<file path="config.mk">
export PLATFORM = sky130hd
export DESIGN_NAME = pdc_config_regs
export DESIGN_NICKNAME = d
export VERILOG_FILES = /design/src/common/pdc_pkg.sv /design/src/hdl/pdc_config_regs.sv
export SDC_FILE = /design/constraint.sdc
export NUM_CORES = 1
export LEC_CHECK = 0
export BUFFER_PORTS_ARGS = -buffer_cell sky130_fd_sc_hd__buf_4
export CAP_MARGIN = 20
export CORE_MARGIN = 1
export CORE_UTILIZATION = 35
export DETAILED_ROUTE_END_ITERATION = 8
export REMOVE_ABC_BUFFERS = 1
export SYNTH_ARGS = -nofsm -noshare
export SYNTH_HDL_FRONTEND = slang
export SYNTH_SLANG_ARGS = --single-unit
export TNS_END_PERCENT = 10
</file>
<file path="constraint.sdc">
create_clock -name clock -period 4.35 [get_ports clock]
set_input_delay 0.2175 -clock clock [delete_from_list [all_inputs] [get_ports clock]]
set_output_delay 0.2175 -clock clock [all_outputs]
set_load 0.005 [all_outputs]
</file>
<file path="src/common/pdc_pkg.sv">
// Constants for the pin and device configuration register bank
package pdc_pkg;
  // Register offsets on the serial register port
  localparam logic [7:0] PDC_PIN_OFS = 8'ha4;
  localparam logic [7:0] PDC_DEV_OFS = 8'ha6;
  // Values after reset
  localparam logic [31:0] PDC_PIN_RST = 32'h0000_0000;
  localparam logic [31:0] PDC_DEV_RST = 32'h0000_0000;
  // Writable bit masks; every other position is reserved
  localparam logic [31:0] PDC_PIN_WMASK = 32'h0800_07cf;
  localparam logic [31:0] PDC_DEV_WMASK = 32'h0ff0_001f;
  // Field positions of pin_behaviour_word
  localparam int PDC_FILT_DIS_BIT = 27;
  localparam int PDC_IDLE_LSB = 9;
  localparam int PDC_FAULT_LSB = 7;
  localparam int PDC_ALARM_BIT = 6;
  localparam int PDC_BRAKE_LSB = 2;
  localparam int PDC_SPEED_LSB = 0;
  // Field positions of device_options_word
  localparam int PDC_DAC_BIT = 27;
  localparam int PDC_ADDR_LSB = 20;
  localparam int PDC_DRIVE_LSB = 3;
  localparam int PDC_PULLUP_BIT = 2;
  localparam int PDC_VOLT_LSB = 0;
  // Tach behaviour codes
  localparam logic [1:0] PDC_TACH_PASS = 2'h0;
  localparam logic [1:0] PDC_TACH_HIGH = 2'h1;
  localparam logic [1:0] PDC_TACH_LOW = 2'h2;
  // Brake override codes
  localparam logic [1:0] PDC_BRAKE_FORCE = 2'h1;
  localparam logic [1:0] PDC_BRAKE_NEVER = 2'h2;
  // Bus voltage range in volts per code
  localparam logic [5:0] PDC_VOLT_0 = 6'h0f;
  localparam logic [5:0] PDC_VOLT_1 = 6'h1e;
  localparam logic [5:0] PDC_VOLT_2 = 6'h3c;
  // Full scale of the Q15 speed reference
  localparam logic [15:0] PDC_REF_MAX = 16'h7fff;
  // Speed reference sources
  typedef enum logic [1:0] {
    PDC_SRC_ANALOG,
    PDC_SRC_DUTY,
    PDC_SRC_DIGITAL,
    PDC_SRC_FREQ
  } pdc_src_t;
endpackage

</file>
<file path="src/hdl/pdc_config_regs.sv">
// Pin and device configuration registers with the pin behaviour they steer
//
// Function
// - The DC bus voltage filter runs while the filter-disable bit is 0 and is bypassed at 1.
// - With the motor stopped the tach pin passes pulses for code 0, goes high for 1 or 3, low for 2.
// - In a fault the tach pin holds the last driving level for 0, goes high for 1, low for 2.
// - The alarm pin is driven only while the alarm enable bit is 1.
// - Braking follows the stop request pin for codes 0 and 3, is forced for 1, never for 2.
// - The speed reference comes from the pin amplitude for source 0 and its duty for source 1.
// - The speed reference comes from the digital speed command for 2 and the pin frequency for 3.
// - The monitor DAC output is enabled only while its enable bit is 1.
// - The serial pin drive strength code goes straight to the pad drivers.
// - The internal pull-ups on the fault and tach pins follow the pull-up enable bit.
// - The bus voltage range is 15, 30 or 60 V for codes 0 to 2; code 3 is reserved.
// - The pin register sits at offset a4 and clears to zero at reset.
// - In frequency mode the duty is the measured frequency over the full-scale frequency.
`timescale 1ns/10ps
module pdc_config_regs
  import pdc_pkg::*;
(
  // Clock and reset
  input wire logic clock,
  input wire logic nrst,
  // Serial register port
  input wire logic reg_wr,
  input wire logic reg_rd,
  input wire logic [7:0] reg_addr,
  input wire logic [31:0] reg_wdata,
  output logic [31:0] reg_rdata,
  // DC bus voltage samples
  input wire logic [11:0] vdc_raw,
  output logic [11:0] vdc_out,
  // Tach output
  input wire logic motor_stopped,
  input wire logic fault_active,
  input wire logic tach_pulse,
  output logic tach_output,
  // Alarm
  input wire logic alarm_event,
  output logic alarm_out,
  output logic alarm_oe,
  // Brake
  input wire logic stop_request_pin,
  output logic brake_apply,
  // Speed reference
  input wire logic [15:0] rate_amplitude,
  input wire logic [15:0] rate_duty,
  input wire logic [14:0] rate_frequency,
  input wire logic [14:0] full_scale_input_frequency,
  input wire logic [15:0] digital_speed_command,
  output logic [15:0] speed_ref,
  // Pad and analog configuration
  output logic monitor_dac_enable,
  output logic [6:0] serial_target_address,
  output logic [1:0] serial_pin_drive_strength,
  output logic internal_pullup_enable,
  output logic [1:0] max_dc_bus_voltage_range,
  output logic [5:0] max_dc_bus_volts
);

  logic [31:0] pin_q;
  logic [31:0] dev_q;
  logic [1:0] idle_code;
  logic [1:0] fault_code;
  logic [1:0] brake_code;
  pdc_src_t src;
  logic [14:0] filt_acc_q;
  logic last_drive_q;
  logic stop_s1_q;
  logic stop_s2_q;
  logic stop_s3_q;
  logic stop_q;
  logic [29:0] freq_num;
  logic [29:0] freq_quo;
  logic [15:0] freq_duty;

  assign idle_code = pin_q[PDC_IDLE_LSB +: 2];
  assign fault_code = pin_q[PDC_FAULT_LSB +: 2];
  assign brake_code = pin_q[PDC_BRAKE_LSB +: 2];
  assign src = pdc_src_t'(pin_q[PDC_SPEED_LSB +: 2]);

  // Register writes; reserved positions are masked off so they stay zero
  always_ff @(posedge clock or negedge nrst)
  begin
    if (!nrst)
    begin
      pin_q <= PDC_PIN_RST;
      dev_q <= PDC_DEV_RST;
    end
    else if (reg_wr)
    begin
      if (reg_addr == PDC_PIN_OFS)
        pin_q <= reg_wdata & PDC_PIN_WMASK;
      if (reg_addr == PDC_DEV_OFS)
        dev_q <= reg_wdata & PDC_DEV_WMASK;
    end
  end

  // Read data is registered; unmapped offsets answer zero
  always_ff @(posedge clock or negedge nrst)
  begin
    if (!nrst)
      reg_rdata <= 32'h0000_0000;
    else if (reg_rd)
    begin
      if (reg_addr == PDC_PIN_OFS)
        reg_rdata <= pin_q & PDC_PIN_WMASK;
      else if (reg_addr == PDC_DEV_OFS)
        reg_rdata <= dev_q & PDC_DEV_WMASK;
      else
        reg_rdata <= 32'h0000_0000;
    end
  end

  // First-order low pass, gain 1/8; the accumulator holds eight times the output
  always_ff @(posedge clock or negedge nrst)
  begin
    if (!nrst)
      filt_acc_q <= 15'h0000;
    else
      filt_acc_q <= filt_acc_q - (filt_acc_q >> 3) + {3'h0, vdc_raw};
  end

  // Bypass trades noise rejection for the unfiltered step response
  always_ff @(posedge clock or negedge nrst)
  begin
    if (!nrst)
      vdc_out <= 12'h000;
    else if (pin_q[PDC_FILT_DIS_BIT])
      vdc_out <= vdc_raw;
    else
      vdc_out <= filt_acc_q[14:3];
  end

  // Remember the tach level last seen while driving, for fault code 0
  always_ff @(posedge clock or negedge nrst)
  begin
    if (!nrst)
      last_drive_q <= 1'b0;
    else if (!motor_stopped && !fault_active)
      last_drive_q <= tach_pulse;
  end

  // Tach pin; a fault outranks the stopped state, undefined fault code 3 reads high
  always_ff @(posedge clock or negedge nrst)
  begin
    if (!nrst)
      tach_output <= 1'b0;
    else if (fault_active)
    begin
      case (fault_code)
        PDC_TACH_PASS: tach_output <= last_drive_q;
        PDC_TACH_LOW: tach_output <= 1'b0;
        default: tach_output <= 1'b1;
      endcase
    end
    else if (motor_stopped)
    begin
      case (idle_code)
        PDC_TACH_PASS: tach_output <= tach_pulse;
        PDC_TACH_LOW: tach_output <= 1'b0;
        default: tach_output <= 1'b1;
      endcase
    end
    else
      tach_output <= tach_pulse;
  end

  // Alarm pin is released entirely while the function is off
  always_ff @(posedge clock or negedge nrst)
  begin
    if (!nrst)
    begin
      alarm_out <= 1'b0;
      alarm_oe <= 1'b0;
    end
    else
    begin
      alarm_oe <= pin_q[PDC_ALARM_BIT];
      alarm_out <= pin_q[PDC_ALARM_BIT] & alarm_event;
    end
  end

  // Stop request pin synchroniser; the level moves only when stages two and three agree
  always_ff @(posedge clock or negedge nrst)
  begin
    if (!nrst)
    begin
      stop_s1_q <= 1'b0;
      stop_s2_q <= 1'b0;
      stop_s3_q <= 1'b0;
      stop_q <= 1'b0;
    end
    else
    begin
      stop_s1_q <= stop_request_pin;
      stop_s2_q <= stop_s1_q;
      stop_s3_q <= stop_s2_q;
      if (stop_s2_q == stop_s3_q)
        stop_q <= stop_s3_q;
    end
  end

  // Brake decision
  always_ff @(posedge clock or negedge nrst)
  begin
    if (!nrst)
      brake_apply <= 1'b0;
    else
    begin
      case (brake_code)
        PDC_BRAKE_FORCE: brake_apply <= 1'b1;
        PDC_BRAKE_NEVER: brake_apply <= 1'b0;
        default: brake_apply <= stop_q;
      endcase
    end
  end

  // Frequency to Q15 duty; a zero full scale gives zero rather than a divide fault
  assign freq_num = {rate_frequency, 15'h0000};
  assign freq_quo = (full_scale_input_frequency == 15'h0000) ? 30'h0000_0000 :
                    freq_num / {15'h0000, full_scale_input_frequency};
  assign freq_duty = (freq_quo > {14'h0000, PDC_REF_MAX}) ? PDC_REF_MAX : freq_quo[15:0];

  // Speed reference source select
  always_ff @(posedge clock or negedge nrst)
  begin
    if (!nrst)
      speed_ref <= 16'h0000;
    else
    begin
      case (src)
        PDC_SRC_ANALOG: speed_ref <= rate_amplitude;
        PDC_SRC_DUTY: speed_ref <= rate_duty;
        PDC_SRC_DIGITAL: speed_ref <= digital_speed_command;
        PDC_SRC_FREQ: speed_ref <= freq_duty;
        default: speed_ref <= 16'h0000;
      endcase
    end
  end

  // Pad and analog controls straight from the device word
  assign monitor_dac_enable = dev_q[PDC_DAC_BIT];
  assign serial_target_address = dev_q[PDC_ADDR_LSB +: 7];
  assign serial_pin_drive_strength = dev_q[PDC_DRIVE_LSB +: 2];
  assign internal_pullup_enable = dev_q[PDC_PULLUP_BIT];
  assign max_dc_bus_voltage_range = dev_q[PDC_VOLT_LSB +: 2];

  // Reserved range code reports zero volts so misuse is visible
  always_comb
  begin
    case (dev_q[PDC_VOLT_LSB +: 2])
      2'h0: max_dc_bus_volts = PDC_VOLT_0;
      2'h1: max_dc_bus_volts = PDC_VOLT_1;
      2'h2: max_dc_bus_volts = PDC_VOLT_2;
      default: max_dc_bus_volts = 6'h00;
    endcase
  end
endmodule

</file>
==> run summary <==
port bufs -> 193
FP Rows -> 100
sequential element share of the synthesized area -> 8.75%
DRT antenna net count -> 0
hold_sp -> vdc_raw[8]
die height -> 278 um
Clock Pin Slew Worst Setup and Hold Paths -> 130 ps
Synth Warn # -> 0
H-tree Lvls -> 3
placer's final routability congestion estimate -> 0.951
hold endpoint -> vdc_out[8]
Worst Setup End Kind -> register
Top FF cell, synth -> dfrtp_1
GR Util All Layers -> 27.9%
register bit total from synthesis -> 93
Crit-path slowest cell -> or4b_2
Setup WS post-layout -> -65130 ps
worst hold path type -> input pin to register
antenna violations before repair -> 4
Post-synth ARST share -> 100%
Initial Util -> 35.5%
vias in the first global route -> 34.6k
layout cell share with drive strength beyond 1 -> 43.8%
WP data arrival -> 69720 ps
setup_tns -> -630230 ps
final wirelength -> 112 mm
Most common cell on crit path -> buf_4
NumNets Final -> 5926
Critical Path RT -> 4600 ps
crit path max fanout -> 9
Via density -> 5.49
status -> finished with violations
placed inst area -> 0.0398 mm^2
post-DR wirelength/cell -> 17.6 um
largest net degree at the start of global routing -> 73
crit start category -> input pin
Critical R2R Launch -> filt_acc_q[1]
area grow syn2layout -> 64.6%
Final Cycle Share -> 1600%
DRT iter0 DRCs -> 2400
violated checks -> setup timing
Die Wd -> 278 um
DIE AREA -> 0.0771 mm^2
CTS Sinks -> 93
slowest cell delay on critical path -> 610 ps
Core ar. -> 0.0748 mm^2
CP Class -> input pin to register
TritonCTS clock tree -> yes
design area -> 0.0438 mm^2
placed wire-length estimate -> 84.1 mm
hold depth -> 3
DR pass1 iterations -> 6
Period minus WS final -> 69480 ps
Fillers -> 6615
Residual DRC -> 0
synth unique cells -> 120
Slew Limit Fails -> 0
synthesized cell area -> 0.0266 mm^2
IO Pins -> 222
syn_area_per_cell -> 7.38 um^2
worst reg-to-reg setup slack -> 680 ps
Num CTS Buffers -> 9
relative slew slack -> 34.2%
Critical R2R Capture -> filt_acc_q[14]
DP Worst Slack -> -68840 ps
GR Overflow Total -> 0
number of synthesized flops with an enable pin -> 0
fmax -> 14.4 MHz
setup violators final -> 15
first-pass GRT wire length -> 176 mm
clk_lat worst skew -> 420 ps
reg2reg path depth -> 17
max-capacitance violation count -> 0
Root Buffer -> clkbuf_16
RSZ-0062 raised after global routing -> yes
final hold violation count -> 0
Setup Skew -> 56.8 ps
Post-Syn Instances -> 3601
detailed-route via count -> 35.1k
Worst-Margin Slew -> 984 ps
CTS max path bufs -> 2
cell type report:
type                            count  area (um^2)  share of cell area (%)
Tap cell                          969         1210                    2.77
Sequential cell                    93         2330                    5.32
Clock inverter                      7         80.1                   0.183
Antenna cell                        2         5.00                  0.0114
Clock buffer                        9          225                   0.515
Multi-Input combinational cell   3228        24700                    56.5
Timing Repair Buffer             1917        14500                    33.2
Inverter                          174          653                    1.49
timing repair:
action                                  4_1_cts  5_1_grt
endpoints found under the setup margin       15       15
gates cloned                                  3        0
gates resized for setup                     265       88
hold endpoints to repair                     58        0
hold buffers                                  6        0
buffers inserted                            225       30
pin swaps                                   138       82
logic make-up (layout without fill, tap and decap cells):
family,after synthesis,after routing,synth area share [%]
compound gates,1277,1277,32.7
buf+inv,294,2107,4.45
other cells,1,16,0.0141
xor+xnor,215,215,7.11
simple gates,1217,1218,23.5
mux,139,139,5.92
fa+ha+maj,365,365,17.5
flops,93,93,8.75
metal layers:
metal	GRT usage, %	vias to the layer above	share of wire (%)
li1	-	17200	-
met1	35.4	16500	44
met2	48.7	1160	47
met3	2.86	278	5.8
met4	9.62	0	3.6
met5	0	-	0
cells in the mapped netlist, types with 17 or more instances:
cell type	instances	area share, %
a211oi_1	31	0.88
a21boi_0	21	0.59
a21o_1	159	4.5
a21oi_1	288	5.4
a31oi_1	27	0.64
and2_1	46	1.1
and3_1	24	0.56
buf_1	17	0.24
buf_4	19	0.54
clkbuf_1	77	1.1
dfrtp_1	93	8.8
ha_1	351	17
inv_1	172	2.4
mux2_2	92	3.9
mux2i_1	39	1.5
nand2_1	279	3.9
nand2b_1	71	1.7
nand3_1	81	1.5
nand4_1	50	1.2
nor2_1	286	4.0
nor2b_1	49	1.2
nor3_1	129	2.4
nor4_1	22	0.52
o211ai_1	41	1.2
o21a_1	142	4.0
o21ai_0	230	4.3
o21bai_1	20	0.56
o22ai_1	18	0.42
o31ai_1	73	2.1
or2_2	38	0.89
or3_1	38	0.89
or4_1	19	0.54
xnor2_1	142	4.7
xor2_1	72	2.4
worst max path at each step:
| stage | from | endpoint | depth (start not counted) |
|---|---|---|---|
| after floorplan | full_scale_input_frequency[0] | speed_ref[0] | 356 |
| final | full_scale_input_frequency[0] | speed_ref[0] | 401 |
| after global placement | full_scale_input_frequency[0] | speed_ref[0] | 366 |
| after global routing | full_scale_input_frequency[0] | speed_ref[0] | 408 |
| after detailed placement | full_scale_input_frequency[0] | speed_ref[0] | 364 |
| after CTS | full_scale_input_frequency[0] | speed_ref[0] | 368 |
per-stage QoR:
stage	util, %	hold WS [ps]	std cells
floorplan	-	-78.1	3494
global placement	53.1	329	6117
detailed placement	53.1	331	6117
CTS	57.6	0.774	6367
global route	58.5	18.7	6397
finish	58.5	6.23	6399
placed cells by master (no fill, tap or decap), types with 18 or more instances in the layout:
master and instances:
buf_4 1886, ha_1 309, nor2_1 274, nand2_1 272
a21oi_1 242, o21ai_0 196, inv_1 171, a21o_1 158
xnor2_1 142, o21a_1 140, nor3_1 120, dfrtp_1 93
mux2_2 89, nand3_1 79, nand2b_1 71, xor2_1 70
o31ai_1 56, nand4_1 50, a21oi_2 47, nor2b_1 45
and2_1 43, o211ai_1 41, o21ai_1 35, mux2i_1 35
or2_2 35, or3_1 33, ha_4 30, a31oi_1 22
a211oi_1 22, buf_6 22, and3_1 21, a21boi_0 18
critical path, delay by kind of cell:
family | cells | cell delay (ps)
AO/OA/AOI/OAI | 185 | 32290
multiplexers | 5 | 1480
buffers and inverters | 102 | 13360
adder cells (fa/ha/maj) | 28 | 7470
AND/OR/NAND/NOR | 80 | 14560
XOR/XNOR | 1 | 180
flip-flops by register name (all words and copies together) (netlist names), 10 cells and up:
name        cells
vdc_out        12
filt_acc_q     15
reg_rdata      18
dev_q          13
speed_ref      16
pin_q          10
Power is not shown: default switching activity piles up to over one toggle a cycle in this logic, so the estimate is an artifact.
